===== src/inc/lrc_params.svh =====
// offsets, field positions and widths of the linear regulator control registers
`ifndef LRC_PARAMS_SVH
`define LRC_PARAMS_SVH

`define LRC_ADDR_W          8
`define LRC_DATA_W          8
`define LRC_ONE_VOLT_ADDR   8'h4C
`define LRC_ONE_CTRL_ADDR   8'h4D
`define LRC_TWO_VOLT_ADDR   8'h4F
`define LRC_TWO_CTRL_ADDR   8'h50
`define LRC_THREE_VOLT_ADDR 8'h52
`define LRC_THREE_CTRL_ADDR 8'h53

`define LRC_VOLT_FIELD_W    5
`define LRC_ONE_VOLT_W      5
`define LRC_TWO_VOLT_W      4
`define LRC_THREE_VOLT_W    5

`define LRC_EN_BIT          0
`define LRC_STBY_BIT        1
`define LRC_SLEEP_BIT       2
`define LRC_LPWR_BIT        3
`define LRC_LS_BIT          4

`define LRC_VOLT_RESET      5'h00
`define LRC_CTRL_RESET      1'b0
`define LRC_RDATA_RESET     8'h00

`endif


===== src/inc/lrc_pkg.sv =====
// types shared by the linear regulator control register bank
package lrc_pkg;

	// operating mode reported by the device state machine
	typedef enum logic [1:0] {
		LRC_MODE_RUN   = 2'b00,
		LRC_MODE_STBY  = 2'b01,
		LRC_MODE_SLEEP = 2'b11
	} lrc_pwr_mode_t;

endpackage


===== src/core/lrc_regs.sv =====
// register bank and drive outputs for three linear regulators
`timescale 1ns/1ps
`include "lrc_params.svh"

module lrc_regs import lrc_pkg::*; (
	input  wire logic          mclk_in,        // 100 MHz clock
	input  wire logic          rst_in,         // async reset, active high
	input  wire logic [7:0]    reg_addr_in,    // register address
	input  wire logic [7:0]    reg_wdata_in,   // write data
	input  wire logic          reg_wr_in,      // write strobe
	input  wire logic          reg_rd_in,      // read strobe
	output logic      [7:0]    reg_rdata_out,  // read data
	output logic               reg_ack_out,    // access done pulse
	input  wire logic          otp_load_in,    // sequencer default load
	input  wire logic [4:0]    otp_one_volt_in,   // default code, one
	input  wire logic [3:0]    otp_two_volt_in,   // default code, two
	input  wire logic [4:0]    otp_three_volt_in, // default code, three
	input  wire logic [2:0]    otp_enable_in,     // default enables
	input  wire logic [2:0]    otp_standby_in,    // default standby enables
	input  wire logic [1:0]    otp_load_switch_default_in, // one, three
	input  wire lrc_pwr_mode_t mode_in,        // device operating mode
	output logic      [4:0]    reg_one_voltage_code_out,   // code, one
	output logic      [3:0]    reg_two_voltage_code_out,   // code, two
	output logic      [4:0]    reg_three_voltage_code_out, // code, three
	output logic      [2:0]    reg_on_out,        // regulator on
	output logic      [2:0]    reg_low_power_out, // low-power operation
	output logic      [1:0]    reg_load_switch_out // one, three as switch
);

	logic [4:0] volt_q  [3];
	logic [7:0] ctrl_q  [3];
	logic [4:0] otp_v   [3];
	logic [2:0] ls_q;
	logic [2:0] ls_otp;
	logic [2:0] volt_hit;
	logic [2:0] ctrl_hit;
	logic [7:0] rdata_ff, nxt_rdata;
	logic       ack_ff, nxt_ack;

	assign otp_v[0] = otp_one_volt_in;
	assign otp_v[1] = {1'b0, otp_two_volt_in};
	assign otp_v[2] = otp_three_volt_in;
	assign ls_otp   = {otp_load_switch_default_in[1], 1'b0,
		otp_load_switch_default_in[0]};

	genvar g;
	generate
		for (g = 0; g < 3; g++) begin : g_chan
			localparam logic [7:0] VA = (g == 0) ? `LRC_ONE_VOLT_ADDR :
				(g == 1) ? `LRC_TWO_VOLT_ADDR : `LRC_THREE_VOLT_ADDR;
			localparam logic [7:0] CA = (g == 0) ? `LRC_ONE_CTRL_ADDR :
				(g == 1) ? `LRC_TWO_CTRL_ADDR : `LRC_THREE_CTRL_ADDR;
			localparam int VW = (g == 1) ? `LRC_TWO_VOLT_W : `LRC_ONE_VOLT_W;
			assign volt_hit[g] = (reg_addr_in == VA);
			assign ctrl_hit[g] = (reg_addr_in == CA);
			lrc_chan #(
				.VOLT_W (VW),
				.HAS_LS (g != 1)
			) u_chan (
				.mclk_in         (mclk_in),
				.rst_in          (rst_in),
				.otp_load_in     (otp_load_in),
				.otp_volt_in     (otp_v[g]),
				.otp_en_in       (otp_enable_in[g]),
				.otp_stby_in     (otp_standby_in[g]),
				.otp_ls_in       (ls_otp[g]),
				.volt_wr_in      (reg_wr_in & volt_hit[g]),
				.ctrl_wr_in      (reg_wr_in & ctrl_hit[g]),
				.wdata_in        (reg_wdata_in),
				.mode_in         (mode_in),
				.volt_out        (volt_q[g]),
				.ctrl_out        (ctrl_q[g]),
				.on_out          (reg_on_out[g]),
				.low_power_out   (reg_low_power_out[g]),
				.load_switch_out (ls_q[g])
			);
		end
	endgenerate

	// unmapped addresses read as zero and writes to them are dropped
	always_comb begin
		nxt_rdata = rdata_ff;
		nxt_ack   = reg_rd_in | reg_wr_in;
		if (reg_rd_in) begin
			nxt_rdata = `LRC_RDATA_RESET;
			for (int i = 0; i < 3; i++) begin
				if (volt_hit[i]) begin
					nxt_rdata = {3'h0, volt_q[i]};
				end
				if (ctrl_hit[i]) begin
					nxt_rdata = ctrl_q[i];
				end
			end
		end
	end

	always_ff @(posedge mclk_in or posedge rst_in) begin
		if (rst_in) begin
			rdata_ff <= `LRC_RDATA_RESET;
			ack_ff   <= 1'b0;
		end else begin
			rdata_ff <= nxt_rdata;
			ack_ff   <= nxt_ack;
		end
	end

	assign reg_rdata_out              = rdata_ff;
	assign reg_ack_out                = ack_ff;
	assign reg_one_voltage_code_out   = volt_q[0];
	assign reg_two_voltage_code_out   = volt_q[1][3:0];
	assign reg_three_voltage_code_out = volt_q[2];
	assign reg_load_switch_out        = {ls_q[2], ls_q[0]};

	logic wr_c1, wr_c2, wr_c3, wr_v1, wr_v2, wr_v3;
	assign wr_c1 = reg_wr_in & ctrl_hit[0] & ~otp_load_in;
	assign wr_c2 = reg_wr_in & ctrl_hit[1] & ~otp_load_in;
	assign wr_c3 = reg_wr_in & ctrl_hit[2] & ~otp_load_in;
	assign wr_v1 = reg_wr_in & volt_hit[0] & ~otp_load_in;
	assign wr_v2 = reg_wr_in & volt_hit[1] & ~otp_load_in;
	assign wr_v3 = reg_wr_in & volt_hit[2] & ~otp_load_in;
endmodule


===== src/core/lrc_chan.sv =====
// one linear regulator: voltage code, control bits and drive outputs
`timescale 1ns/1ps
`include "lrc_params.svh"

module lrc_chan import lrc_pkg::*; #(
	parameter int VOLT_W = 5,
	parameter bit HAS_LS = 1'b1
) (
	input  wire logic          mclk_in,     // system clock
	input  wire logic          rst_in,      // async reset, active high
	input  wire logic          otp_load_in, // power-up default load pulse
	input  wire logic [4:0]    otp_volt_in, // default voltage code
	input  wire logic          otp_en_in,   // default enable
	input  wire logic          otp_stby_in, // default standby enable
	input  wire logic          otp_ls_in,   // default load-switch select
	input  wire logic          volt_wr_in,  // write voltage register
	input  wire logic          ctrl_wr_in,  // write control register
	input  wire logic [7:0]    wdata_in,    // write data
	input  wire lrc_pwr_mode_t mode_in,     // operating mode
	output logic      [4:0]    volt_out,    // voltage code
	output logic      [7:0]    ctrl_out,    // control register readback
	output logic               on_out,      // regulator switched on
	output logic               low_power_out, // low-power operation
	output logic               load_switch_out // load-switch operation
);

	localparam logic [4:0] VMASK = 5'((32'd1 << VOLT_W) - 32'd1);

	logic [4:0] volt_ff, nxt_volt;
	logic       en_ff, nxt_en;
	logic       stby_ff, nxt_stby;
	logic       sleep_ff, nxt_sleep;
	logic       lpwr_ff, nxt_lpwr;
	logic       ls_ff, nxt_ls;
	logic       on_ff, nxt_on;
	logic       lp_ff, nxt_lp;

	always_comb begin
		nxt_volt  = volt_ff;
		nxt_en    = en_ff;
		nxt_stby  = stby_ff;
		nxt_sleep = sleep_ff;
		nxt_lpwr  = lpwr_ff;
		nxt_ls    = ls_ff;
		if (otp_load_in) begin
			// the sequencer load wins over a host write in the same cycle
			nxt_volt  = otp_volt_in & VMASK;
			nxt_en    = otp_en_in;
			nxt_stby  = otp_stby_in;
			nxt_sleep = `LRC_CTRL_RESET;
			nxt_lpwr  = `LRC_CTRL_RESET;
			nxt_ls    = HAS_LS & otp_ls_in;
		end else begin
			if (volt_wr_in) begin
				nxt_volt = wdata_in[4:0] & VMASK;
			end
			if (ctrl_wr_in) begin
				nxt_en    = wdata_in[`LRC_EN_BIT];
				nxt_stby  = wdata_in[`LRC_STBY_BIT];
				nxt_sleep = wdata_in[`LRC_SLEEP_BIT];
				nxt_lpwr  = wdata_in[`LRC_LPWR_BIT];
				// host may only set the load-switch bit, never clear it
				nxt_ls = ls_ff | (HAS_LS & wdata_in[`LRC_LS_BIT]);
			end
		end
		unique case (mode_in)
			LRC_MODE_RUN:   nxt_on = en_ff;
			LRC_MODE_STBY:  nxt_on = en_ff & stby_ff;
			LRC_MODE_SLEEP: nxt_on = en_ff & sleep_ff;
			default:        nxt_on = 1'b0;
		endcase
		// a load switch is fully on, so it has no low-power regulation
		nxt_lp = lpwr_ff & (mode_in != LRC_MODE_RUN) & ~ls_ff;
	end

	always_ff @(posedge mclk_in or posedge rst_in) begin
		if (rst_in) begin
			volt_ff  <= `LRC_VOLT_RESET;
			en_ff    <= `LRC_CTRL_RESET;
			stby_ff  <= `LRC_CTRL_RESET;
			sleep_ff <= `LRC_CTRL_RESET;
			lpwr_ff  <= `LRC_CTRL_RESET;
			ls_ff    <= `LRC_CTRL_RESET;
			on_ff    <= `LRC_CTRL_RESET;
			lp_ff    <= `LRC_CTRL_RESET;
		end else begin
			volt_ff  <= nxt_volt;
			en_ff    <= nxt_en;
			stby_ff  <= nxt_stby;
			sleep_ff <= nxt_sleep;
			lpwr_ff  <= nxt_lpwr;
			ls_ff    <= nxt_ls;
			on_ff    <= nxt_on;
			lp_ff    <= nxt_lp;
		end
	end

	assign volt_out        = volt_ff;
	assign ctrl_out        = {3'h0, ls_ff, lpwr_ff, sleep_ff, stby_ff, en_ff};
	assign on_out          = on_ff;
	assign low_power_out   = lp_ff;
	assign load_switch_out = ls_ff;

endmodule


===== config.mk =====
export PLATFORM = sky130hd
export DESIGN_NAME = lrc_regs
export DESIGN_NICKNAME = d
export VERILOG_FILES = /design/src/inc/lrc_pkg.sv /design/src/core/lrc_regs.sv /design/src/core/lrc_chan.sv
export VERILOG_INCLUDE_DIRS = /design/src /design/src/inc
export SDC_FILE = /design/constraint.sdc
export NUM_CORES = 1
export LEC_CHECK = 0
export ABC_AREA = 1
export BUFFER_PORTS_ARGS = -buffer_cell sky130_fd_sc_hd__buf_4
export CORE_ASPECT_RATIO = 1.5
export CORE_MARGIN = 5
export CORE_UTILIZATION = 40
export DETAILED_ROUTE_END_ITERATION = 6
export HOLD_SLACK_MARGIN = 0.15
export PLACE_DENSITY_LB_ADDON = 0.1
export REMOVE_ABC_BUFFERS = 1
export SKIP_LAST_GASP = 1
export SLEW_MARGIN = 20
export SYNTH_ARGS = -nofsm -noshare
export SYNTH_HDL_FRONTEND = slang
export SYNTH_HIERARCHICAL = 1
export SYNTH_SLANG_ARGS = --single-unit

===== constraint.sdc =====
create_clock -name mclk_in -period 1.05 [get_ports mclk_in]
set_input_delay 0.21 -clock mclk_in [delete_from_list [all_inputs] [get_ports mclk_in]]
set_output_delay 0.21 -clock mclk_in [all_outputs]
set_load 0.01 [all_outputs]

## Word level (Yosys, flattened, before mapping)

Cells that the tools add are included.

| operators by class | value |
|---|---|
| equal/unequal tests | 8 |
| mux-type cells | 43 |
| bitwise logic cells | 22 |
| reduce and logical (&&, ||, !) cells | 8 |

Operator list:

| operator | number |
|---|---|
| == test 8 x 7 -> 1 bit (second input constant) | 6 |
| 2-to-1 mux 8 bit | 5 |
| 2-to-1 mux 5 bit | 7 |
| 2-to-1 mux 1 bit | 28 |
| bitwise AND 1 bit | 17 |
| nonzero test 2 bit | 7 |
| one-hot mux 1 bit (3 select lines) | 3 |
| bitwise OR 1 bit | 3 |
| == test 2 x 1 -> 1 bit (second input constant) | 1 |
| == test 2 bit (second input constant) | 1 |
| logical NOT 2 bit | 1 |
| NOT 1 bit | 2 |

| storage, ports and cells | value |
|---|---|
| bits in registers | 44 |
| output and inout port bits | 31 |
| word-level logic and storage cells | 106 |

## Depth between registers and ports, before layout

Gate-level depths: netlist (run 1).

| depth | value |
|---|---|
| word-level depth | 7 |
| mapped depth | 10 |
| mapped depth without buffers | 10 |

## Hierarchy

The synthesis (run 1) kept the hierarchy.

Modules (own cells, without submodules):

| module | times used | cells each | area an instance (µm²) | sequential area each (µm²) |
|---|---|---|---|---|
| lrc_chan at g_chan[0].u_chan ... | 2 | 82 | 658.1 | 300.3 |
| lrc_regs | 1 | 148 | 879.6 | 225.2 |
| lrc_chan at g_chan[1].u_chan | 1 | 62 | 520.5 | 250.2 |

## Worst setup path after synthesis (run 1)

OpenSTA, ideal clock, no wires.

| timing path | value |
|---|---|
| kind | input to register |
| from | input reg_addr_in[7] |
| to | register g_chan[0].u_chan.en_ff |
| arrival time | 1.449 ns |
| path slack | -0.520 ns |
| cell stages on the path | 9 |
| buffers on the path | 1 |
| path through | inv_1 -> nand2_2 -> nor2_4 -> buf_4 -> nand3_1 -> nor3_1 -> nor2_1 -> nand2_1 -> nand3_2 |

| on the way | value |
|---|---|
| longest elaborated chain between the ends | 3 |

Ends and longest elaborated chain:

| element | RTL line | source |
|---|---|---|
| start, declared | lrc_regs.sv:8 | `input wire logic [7:0] reg_addr_in,` |
| == test 8 x 7 -> 1 bit | lrc_regs.sv:55 | `assign ctrl_hit[g] = (reg_addr_in == CA);` |
| bitwise AND 1 bit | -- |  |
| nonzero test 2 bit (no source line) | -- |  |
| end signal, assigned | lrc_chan.sv:79 | `` en_ff <= `LRC_CTRL_RESET; `` |
| end signal, assigned | lrc_chan.sv:88 | `en_ff <= nxt_en;` |
| end, declared | lrc_chan.sv:30 | `logic en_ff, nxt_en;` |

No other way between the ends.
A chain may end at the register's enable or synchronous reset.

## Worst setup path after layout (run 1)

| timing path | value |
|---|---|
| from | register g_chan[2].u_chan.volt_ff[2] |
| to | output reg_three_voltage_code_out[2] |

RTL lines:

| element | RTL line | source |
|---|---|---|
| start, declared | lrc_chan.sv:29 | `logic [4:0] volt_ff, nxt_volt;` |
| start signal, assigned | lrc_chan.sv:78 | `` volt_ff <= `LRC_VOLT_RESET; `` |
| start signal, assigned | lrc_chan.sv:87 | `volt_ff <= nxt_volt;` |
| end, declared | lrc_regs.sv:24 | `output logic [4:0] reg_three_voltage_code_out,` |

No word-level cell between the ends.

==> impl_results.md, run 1 <==
* Total Power at 4.02 mW
* Clock transition at the registers of the reported paths at 0.08 ns
* Post-Route Setup TNS at -0.528 ns
* Critical path class: reg2out
* Max-slew violations at 0
* Die X at 77.1 µm
* Routed Antenna Nets at 0
* Area growth, synth to finish at 53.3%
* Reg2reg end: reg_rdata_out[2]
* Dpl ws at -0.349 ns
* Clock tree sinks at 43
* GRT Total Usage at 18.5%
* # DRC at 0
* Final instance area at 0.00415 mm²
* Final period util at 111%
* Clock Tree Root: clkbuf_8
* FP Rows at 36
* Status: finished with violations
* Crit. End Element: output pin
* # IOs at 76
* Worst R2R Start: g_chan[2].u_chan/volt_out[2]
* M1 wire length at 3130 µm
* Core area at 0.00653 mm²
* Mean Syn Cell Area at 7.27 µm²
* Fillers at 594
* Total die area at 0.00854 mm²
* YS warnings at 6
* Worst setup SP type: flip-flop
* Layout cells sized above 1 at 40.8%
* H-tree Lvls at 2
* Metal3 WL at 407 µm
* Clock Tree Buf Depth at 2
* LEAKAGE at 2.25 nW
* CTS Buf Count at 5
* Failing checks: negative setup slack
* Max Clk Rate at 860 MHz
* Final #Nets at 546
* Detail Placement HPWL at 5960 µm
* MaxCap Viol Count at 0
* Via count at 2,711
* First-pass GRT wire length at 13,000 µm
* Mapped Cells at 372
* Most frequent cells in the layout: 118 x nand2_1, 94 x buf_4, 42 x dfrtp_1
* Fin crit period at 1.16 ns
* Multi-input gate area in the final layout at 0.00144 mm²
* Final hold violations at 0
* Grt ovf at 0
* Vias per std cell at 4.69
* Worst setup path endpoint: reg_three_voltage_code_out[2]
* R2R setup slack at -0.03 ns
* # port buffers at 72
* Vias in the first global route at 2,822
* Initial antenna violation count at 0
* Crit path max fanout at 2
* Initial Util at 41.4%
* Final WL at 8120 µm
* Count of final setup violators at 18
* Dpl cell area at 0.00340 mm²
* Mapped Area at 0.00271 mm²
* Met2 routed WL at 4370 µm
* Largest net degree at the start of global routing at 24
* Worst reg2reg path depth at 5
* Arrival time at the worst endpoint at 0.95 ns
* Crit path from: g_chan[2].u_chan/volt_out[2]
* N_diodes at 0
* Die height at 111 µm
* Worst EP required at 0.84 ns
* FF/Latch Area at 0.00108 mm²
* RSZ-0062 raised after global routing: true
* DR top layer: met4
* RePlAce Congestion at 0.849
* Clock skew at 0.00596 ns
* Pwr/cell area at 969 mW/mm²
* Per-cell routed wire length at 14.0 µm
* Clock Latency Late Sink at 0.30 ns
* Initial DRT Pass Iterations at 4
* Initial DRC Count at 88
* CTS tree: built
* Min-Delay Path Class: in2reg
* Worst Slack Setup Final at -0.113 ns
* Max VDD drop at 0.000741 V
* Commonest non-fill, non-tap cell in the layout: nand2_1
==> how the worst min path moves through the flow <==
stage                          from                        end  slack (ns)  depth (start not counted)
detailed placement           rst_in           reg_rdata_out[3]        0.24                          2
floorplan                    rst_in                reg_ack_out        0.04                          1
CTS                 reg_wdata_in[2]  g_chan[1].u_chan/sleep_ff        0.18                          3
global route        reg_wdata_in[3]   g_chan[1].u_chan/lpwr_ff        0.20                          3
finish              reg_wdata_in[2]  g_chan[1].u_chan/sleep_ff        0.19                          3
global placement             rst_in           reg_rdata_out[3]        0.23                          2
==> flip-flops by register name (all words and copies together) (netlist names) <==
signal / cells
g_chan.u_chan/on_out: 3
g_chan.u_chan/load_switch_out: 2
g_chan.u_chan/stby_ff: 3
g_chan.u_chan/low_power_out: 3
reg_ack_out: 1
g_chan.u_chan/en_ff: 3
reg_rdata_out: 8
g_chan.u_chan/sleep_ff: 3
g_chan.u_chan/lpwr_ff: 3
g_chan.u_chan/volt_out: 14
==> layer usage <==
layer | GRT usage, % | vias to the layer above
met5 | 0 | -
met4 | 5.85 | 0
met3 | 4.15 | 15
met2 | 33.7 | 73
met1 | 21.0 | 1243
li1 | - | 1380
==> power by group <==
part	internal [mW]	total, mW	switching (mW)
registers	1.75	1.84	0.0874
logic	0.525	0.999	0.474
clock network	0.599	1.18	0.584
==> critical path, stage by stage, from the launching register on <==
cell	delay [ns]
dfrtp_1	0.41
buf_6	0.13
buf_6	0.11
==> through the flow <==
step / hold slack, ns / instances / utilization (%)
floorplan: 0.0379 / 347 / -
global placement: 0.232 / 532 / 52.0
detailed placement: 0.240 / 532 / 52.0
CTS: 0.177 / 571 / 59.5
global route: 0.199 / 578 / 63.5
finish: 0.189 / 578 / 63.5
==> layout make-up <==
type / instances / share of cell area (%)
multi-input cells: 266 / 34.7
repair buffers: 147 / 30.9
flip-flops and latches: 43 / 26.0
inverters: 38 / 3.65
clock buffers: 7 / 2.32
well taps: 76 / 2.29
clock inverters: 1 / 0.181
==> timing repair <==
action	CTS	global route
gates resized for setup	27	52
hold buffers	21	0
hold endpoints to repair	63	0
pin swaps	7	27
endpoints found under the setup margin	28	53
buffers inserted	10	7
Power figures use the tool's default switching activity.
==> run 2: changes to the inputs <==
--- a/config.mk
+++ b/config.mk
@@ -13,6 +13,7 @@
 export CORE_UTILIZATION = 40
 export DETAILED_ROUTE_END_ITERATION = 6
 export HOLD_SLACK_MARGIN = 0.15
+export MAX_ROUTING_LAYER = met4
 export PLACE_DENSITY_LB_ADDON = 0.1
 export REMOVE_ABC_BUFFERS = 1
 export SKIP_LAST_GASP = 1
==> run 2 against run 1 <==
Net effect:
- the run still ends with negative setup slack left
- sequential share of layout area decreased by 0.054 points
- via count rose by 2.1%
- clock power increased by 12%
- fmax is essentially flat
- power up 3.1%
- combinational power fell by 1%
- first-iteration DRC count is 60% higher
- clock-buffer cell count down 2
- largest cell class unchanged
- largest power group unchanged
==> impl_results.md, run 2 (synthesized netlist as in run 1, its figures left out) <==
* Share of total power in sequential cells at 44.3% (-1.4 points)
* Clock skew at 0.0112 ns (+0.00521 ns)
* # DRC at 0 (unchanged)
* FP Rows at 36 (unchanged)
* Die height at 111 µm (unchanged)
* NetSw at 1.17 mW (+1.9%)
* Max-slew violations at 0 (unchanged)
* Max Clk Rate at 861 MHz (about the same)
* Initial DRT Pass Iterations at 4 (unchanged)
* Clock Latency Late Sink at 0.31 ns (about the same)
* Worst setup SP type: flip-flop
* Internal power at 2.98 mW (+3.6%)
* Pwr/cell area at 999 mW/mm² (+3.0%)
* Arrival time at the worst endpoint at 0.95 ns (about the same)
* Worst hold slack at 0.198 ns (+0.00983 ns)
* Dpl cell area at 0.00339 mm² (-0.22%)
* Vias per std cell at 4.80 (+2.3%)
* Combinational Power Share at 23.9% (-1.0 points)
* Final hold violations at 0 (unchanged)
* Grt ovf at 0 (unchanged)
* Final #Nets at 545 (-0.18%)
* Area growth, synth to finish at 53.4% (about the same)
* Sw Ratio at 28.2% (-0.32 points)
* Worst Slack Setup Final at -0.111 ns (+0.00110 ns)
* Failing checks: negative setup slack
* # IOs at 76 (unchanged)
* Final instance area at 0.00415 mm² (about the same)
* Total Power at 4.14 mW (+3.1%)
* CTS Buf Count at 5 (unchanged)
* Initial DRC Count at 141 (+60%)
* Final period util at 111% (about the same)
* Crit. End Element: output pin
* LEAKAGE at 2.23 nW (-0.66%)
* Initial antenna violation count at 0 (unchanged)
* # port buffers at 72 (unchanged)
* Most frequent cells in the layout: 121 x nand2_1, 85 x buf_4, 43 x dfrtp_1, 40 x buf_6, 31 x nand3_1
* RePlAce Congestion at 0.878 (+3.4%)
* Critical path class: reg2out
* Min-Delay Path Class: in2reg
* Clock transition at the registers of the reported paths at 0.09 ns (about the same)
* Layout cells sized above 1 at 40.3% (-0.52 points)
* Clock tree sinks at 43 (unchanged)
* Fillers at 600 (+1.0%)
* Initial Util at 41.4% (unchanged)
* Total die area at 0.00854 mm² (unchanged)
* Core Util, Final at 63.5% (about the same)
* Detail Placement HPWL at 6070 µm (+1.8%)
* Per-cell routed wire length at 14.2 µm (+1.4%)
* H-tree Lvls at 2 (unchanged)
* Core area at 0.00653 mm² (unchanged)
* Die X at 77.1 µm (unchanged)
* Count of final setup violators at 17 (-1)
* Clock Tree Buf Depth at 2 (unchanged)
* Dpl ws at -0.385 ns (-0.0357 ns)
* CTS tree: built
* Largest net degree at the start of global routing at 23 (-4.2%)
* Worst EP required at 0.84 ns (about the same)
* Final WL at 8210 µm (+1.2%)
* Vias in the first global route at 2,840 (+0.64%)
* Max VDD drop at 0.000588 V (-21%)
* N_diodes at 0 (unchanged)
* Status: finished with violations
* Commonest non-fill, non-tap cell in the layout: nand2_1
* Clock Tree Root: clkbuf_8
* Crit path max fanout at 2 (unchanged)
* Routed Antenna Nets at 0 (unchanged)
* Via count at 2,768 (+2.1%)
* RSZ-0062 raised after global routing: true
* MaxCap Viol Count at 0 (unchanged)
* GRT Total Usage at 19.5% (+0.98 points)
* Max reg flops at 14 (unchanged)
* First-pass GRT wire length at 13,200 µm (+0.95%)
* Clk pwr share at 31.8% (+2.4 points)
* Fin crit period at 1.16 ns (-0.00110 ns)
[run 2: critical path, stage by stage, from the launching register on]
cell,delay [ns]
dfrtp_1,0.41
buf_6,0.13
buf_6,0.11
[run 2: through the flow]
stage	instances	TNS [ns]
after floorplan	347	-8.52
after global placement	531	-10.16
after detailed placement	531	-10.27
after CTS	573	-0.654
after global routing	577	-1.42
final	577	-0.512
[run 2: worst paths after layout]
kind                                              startpoint                             to  slack [ns]  cells after the start
worst max-delay path            g_chan[2].u_chan/volt_out[2]  reg_three_voltage_code_out[2]       -0.11                      2
worst min register to register              reg_rdata_out[3]               reg_rdata_out[3]        0.50                      2
worst min-delay path                         reg_wdata_in[3]       g_chan[1].u_chan/lpwr_ff        0.20                      3
min in group asynchronous                             rst_in               reg_rdata_out[1]        0.46                      3
max in group asynchronous                             rst_in   g_chan[0].u_chan/volt_out[2]        0.19                      3
worst max register to register  g_chan[2].u_chan/volt_out[2]               reg_rdata_out[2]       -0.02                      5
[run 2: final cells by class]
type,count,area (µm²),area share [%]
multi-input cells,266,1420,34.2
repair buffers,146,1300,31.3
flip-flops and latches,43,1080,25.9
inverters,38,146,3.53
well taps,76,95.1,2.29
clock buffers,5,68.8,1.66
clock inverters,3,43.8,1.06
[run 2: routing by layer]
metal	routed length [µm]	up-vias	global-route usage, %
met3	453	9	4.15
li1	-	1374	-
met4	106	0	4.82
met5	0	-	-
met2	4550	76	34.4
met1	3110	1309	22.2
[run 2: power by group through the flow]
stage	Clock, mW	Sequential (mW)	Combinational, mW
5_1_grt	1.42	1.85	1.08
4_1_cts	1.35	1.83	0.939
3_5_place_dp	0	1.86	0.747
2_1_floorplan	0	1.88	0.274
6_report	1.32	1.84	0.989
3_3_place_gp	0	1.86	0.741
[run 2: timing repair]
item                                   CTS  global route
hold buffers                            21             0
buffers inserted                        14             5
gates resized for setup                 41            38
setup endpoints to repair               35            60
pin swaps                               12            21
endpoints found under the hold margin   63             0
==> run 3: changes to the inputs <==
--- a/config.mk
+++ b/config.mk
@@ -16,9 +16,7 @@
 export MAX_ROUTING_LAYER = met4
 export PLACE_DENSITY_LB_ADDON = 0.1
 export REMOVE_ABC_BUFFERS = 1
-export SKIP_LAST_GASP = 1
 export SLEW_MARGIN = 20
 export SYNTH_ARGS = -nofsm -noshare
 export SYNTH_HDL_FRONTEND = slang
-export SYNTH_HIERARCHICAL = 1
 export SYNTH_SLANG_ARGS = --single-unit
==> run 3 against run 2 <==
Net effect:
- die area fell by 17%
- power is 5.3% lower
- highest routed layer unchanged
- first-iteration DRC count fell by 9.2%
- clock skew shrank 0.0061 ns
- combinational power is 4.6% lower
- critical endpoint is now reg_load_switch_out[0]
- sequential power shrank 5%
- the run still ends with negative setup slack left
- non-clock buffer count shrank 24
- cell count fell by 19%
- synthesized cell count down 25%
- clock-buffer cell count is 1 higher
==> impl_results.md, run 3 <==
* Internal power at 2.85 mW (-4.2%)
* CTS tree: built
* # IOs at 76 (unchanged)
* Die X at 70.4 µm (-8.7%)
* Worst Hold Depth at 3 (unchanged)
* Grt ovf at 0 (unchanged)
* Synth top area share at 45.7%
* Post-synth top flop: dfrtp_1
* H-tree Lvls at 2 (unchanged)
* Min-Delay Path Class: in2reg
* Area growth, synth to finish at 60.5%
* Post-synthesis sequential area ratio at 45.7%
* Count of final setup violators at 5 (-12)
* Layout cells sized above 1 at 45.2% (+4.9 points)
* YS warnings at 0 (-6)
* Initial DRT Pass Iterations at 4 (unchanged)
* LEAKAGE at 1.83 nW (-18%)
* Critical path class: reg2out
* Initial Util at 40.5% (-0.91 points)
* Fillers at 482 (-20%)
* Routed Antenna Nets at 0 (unchanged)
* Commonest non-fill, non-tap cell in the layout: buf_4
* Final instance area at 0.00352 mm² (-15%)
* Crit path max fanout at 2 (unchanged)
* Clock Latency Late Sink at 0.29 ns (-0.02 ns)
* Mean Syn Cell Area at 7.85 µm² (+8.0%)
* Most frequent cell after synthesis: nand2_1
* Dpl ws at -0.344 ns (+0.0405 ns)
* Slowest stage cell, crit path: dfrtp_1
* Worst path cell trace: buf_6 -> buf_6
* Dpl cell area at 0.00298 mm² (-12%)
* Max reg flops at 14 (unchanged)
* Arrival time at the worst endpoint at 0.92 ns (-0.03 ns)
* Post-Route Setup TNS at -0.253 ns (+0.259 ns)
* Library cells used by synthesis at 30
* Reg2reg end: reg_rdata_out[0]
* MaxCap Viol Count at 0 (unchanged)
* Total die area at 0.00709 mm² (-17%)
* Clock skew at 0.00509 ns (-0.00608 ns)
* Failing checks: negative setup slack
* Area leader, netlist: dfrtp_1
* FP Rows at 33 (-8.3%)
* Mapped Area at 0.00219 mm² (-19%)
* Synth area leaders: dfrtp_1 46%, nand2_1 10%, inv_1 6.2%
* Final std cells w/o fill at 468 (-19%)
* Pwr/cell area at 1120 mW/mm² (+12%)
* Clock tree sinks at 40 (-7.0%)
* Combinational Power Share at 24.1% (+0.2 points)
* Hold Path End: g_chan[2].u_chan.stby_ff
* Largest net degree at the start of global routing at 41 (+78%)
* Worst Slack Setup Final at -0.0844 ns (+0.0271 ns)
* CTS Buf Count at 5 (unchanged)
* Max Clk Rate at 882 MHz (+2.4%)
* Post-synth EDFFs at 0
* Worst EP required at 0.84 ns (about the same)
* Clock Tree Root: clkbuf_8
* FF/Latch Area at 0.00100 mm² (-7.0%)
* Per-cell routed wire length at 15.0 µm (+5.7%)
* Detail Placement HPWL at 5250 µm (-14%)
* Worst reg2reg path depth at 7 (+2)
* Worst R2R Start: g_chan[0].u_chan.volt_out[0]
* Max incr delay on CP at 0.40 ns (about the same)
* R2R setup slack at 0.01 ns (+0.03 ns)
* Mapped Cells at 279 (-25%)
* Core Util, Final at 65.0% (+1.5 points)
* Crit. End Element: output pin
* GRT Total Usage at 20.5% (+1.0 points)
* Initial DRC Count at 128 (-9.2%)
* Via count at 2,250 (-19%)
* Crit path top cell by count: buf_6
* Clk pwr share at 31.7% (about the same)
* Vias in the first global route at 2,326 (-18%)
* Worst setup SP type: flip-flop
* Hold Crit Start: otp_standby_in[2]
* Crit-path leading delay family: flip-flops
* Share of total power in sequential cells at 44.3% (about the same)
* NetSw at 1.07 mW (-8.0%)
* Max-slew violations at 0 (unchanged)
* Yosys reg bits at 40
* Max VDD drop at 0.000744 V (+27%)
* Initial antenna violation count at 0 (unchanged)
* Core area at 0.00541 mm² (-17%)
* Final hold violations at 0 (unchanged)
* # port buffers at 69 (-4.2%)
* Final WL at 7040 µm (-14%)
* Final period util at 108% (-2.6 points)
* RSZ-0062 raised after global routing: true
* Final #Nets at 442 (-19%)
* CP bufs+invs at 2 (unchanged)
* Status: finished with violations
* Clock Tree Buf Depth at 2 (unchanged)
* Multi-input gate area in the final layout at 0.00110 mm² (-23%)
* N_diodes at 0 (unchanged)
* Share of flip-flops with an asynchronous set or reset at 100%
* Clock transition at the registers of the reported paths at 0.08 ns (about the same)
* Top post-synthesis cells by count: 59 x nand2_1, 40 x dfrtp_1, 36 x inv_1, 25 x nor2_1, 25 x o21ai_0
* # DRC at 0 (unchanged)
* Vias per std cell at 4.81 (+0.22%)
* Fin crit period at 1.13 ns (-0.0271 ns)
* Placed insts at 437 (-18%)
* Die height at 101 µm (-9.1%)
* Sw Ratio at 27.4% (-0.80 points)
* First-pass GRT wire length at 11,000 µm (-16%)
* RePlAce Congestion at 0.941 (+7.1%)
* Most frequent cells in the layout: 86 x buf_4, 50 x nand2_1, 40 x dfrtp_1, 28 x inv_1, 28 x buf_6
-- run 3: power by group through the flow --
stage	sequential (mW)	combinational, mW	clock, mW
detailed placement	1.76	0.760	0
global route	1.75	1.02	1.32
finish	1.74	0.944	1.24
floorplan	1.78	0.269	0
global placement	1.76	0.756	0
CTS	1.73	0.881	1.28
-- run 3: final cells by class --
cell class | instances | area share (%)
multi-input combinational | 189 | 31.2
timing repair buffer | 122 | 30.5
sequential | 40 | 28.5
inverter | 39 | 4.30
tap | 70 | 2.49
clock buffer | 6 | 2.06
clock inverter | 2 | 0.996
-- run 3: what timing repair did --
action                                  4_1_cts  5_1_grt
pin swaps                                    11       27
endpoints found under the setup margin       21       50
hold buffers                                  5        0
gates resized for setup                      26       55
cloned                                        0        1
hold endpoints to repair                     44        0
buffers inserted                             10        7
-- run 3: layer usage --
layer / share of wire [%] / vias to the layer above / global-route usage, %
met4: 1.1 / 0 / 6.05
li1: - / 1130 / -
met2: 55 / 57 / 37.7
met5: 0 / - / -
met3: 4.0 / 6 / 3.69
met1: 40 / 1057 / 22.4
-- run 3: kinds of logic after synthesis --
kind of cell | share of synthesized area, %
DFF | 45.7
other | 0.171
AOI/OAI and AO/OA | 17.1
buffers and inverters | 11.0
and+or+nand+nor | 26.0
-- run 3: worst max path at each step --
stage | from | endpoint | slack [ns] | cells after the start
after floorplan | reg_addr_in[1] | g_chan[0].u_chan.stby_ff | -0.15 | 10
after global placement | reg_addr_in[7] | g_chan[0].u_chan.en_ff | -0.34 | 12
after detailed placement | reg_addr_in[7] | g_chan[0].u_chan.en_ff | -0.34 | 12
after CTS | g_chan[0].u_chan.load_switch_out | reg_load_switch_out[0] | -0.09 | 2
after global routing | g_chan[0].u_chan.volt_out[0] | reg_one_voltage_code_out[0] | -0.11 | 2
final | g_chan[0].u_chan.load_switch_out | reg_load_switch_out[0] | -0.08 | 2
-- run 3: worst min-delay path, stage by stage --
cell,delay (ns)
buf_4,0.08
a22oi_1,0.07
nand2_1,0.06
-- run 3: per-stage QoR --
stage               hold slack, ns  power [mW]
floorplan                    0.320        2.05
finish                       0.160        3.92
detailed placement           0.304        2.52
global placement             0.292        2.52
global route                 0.167        4.10
CTS                          0.152        3.88
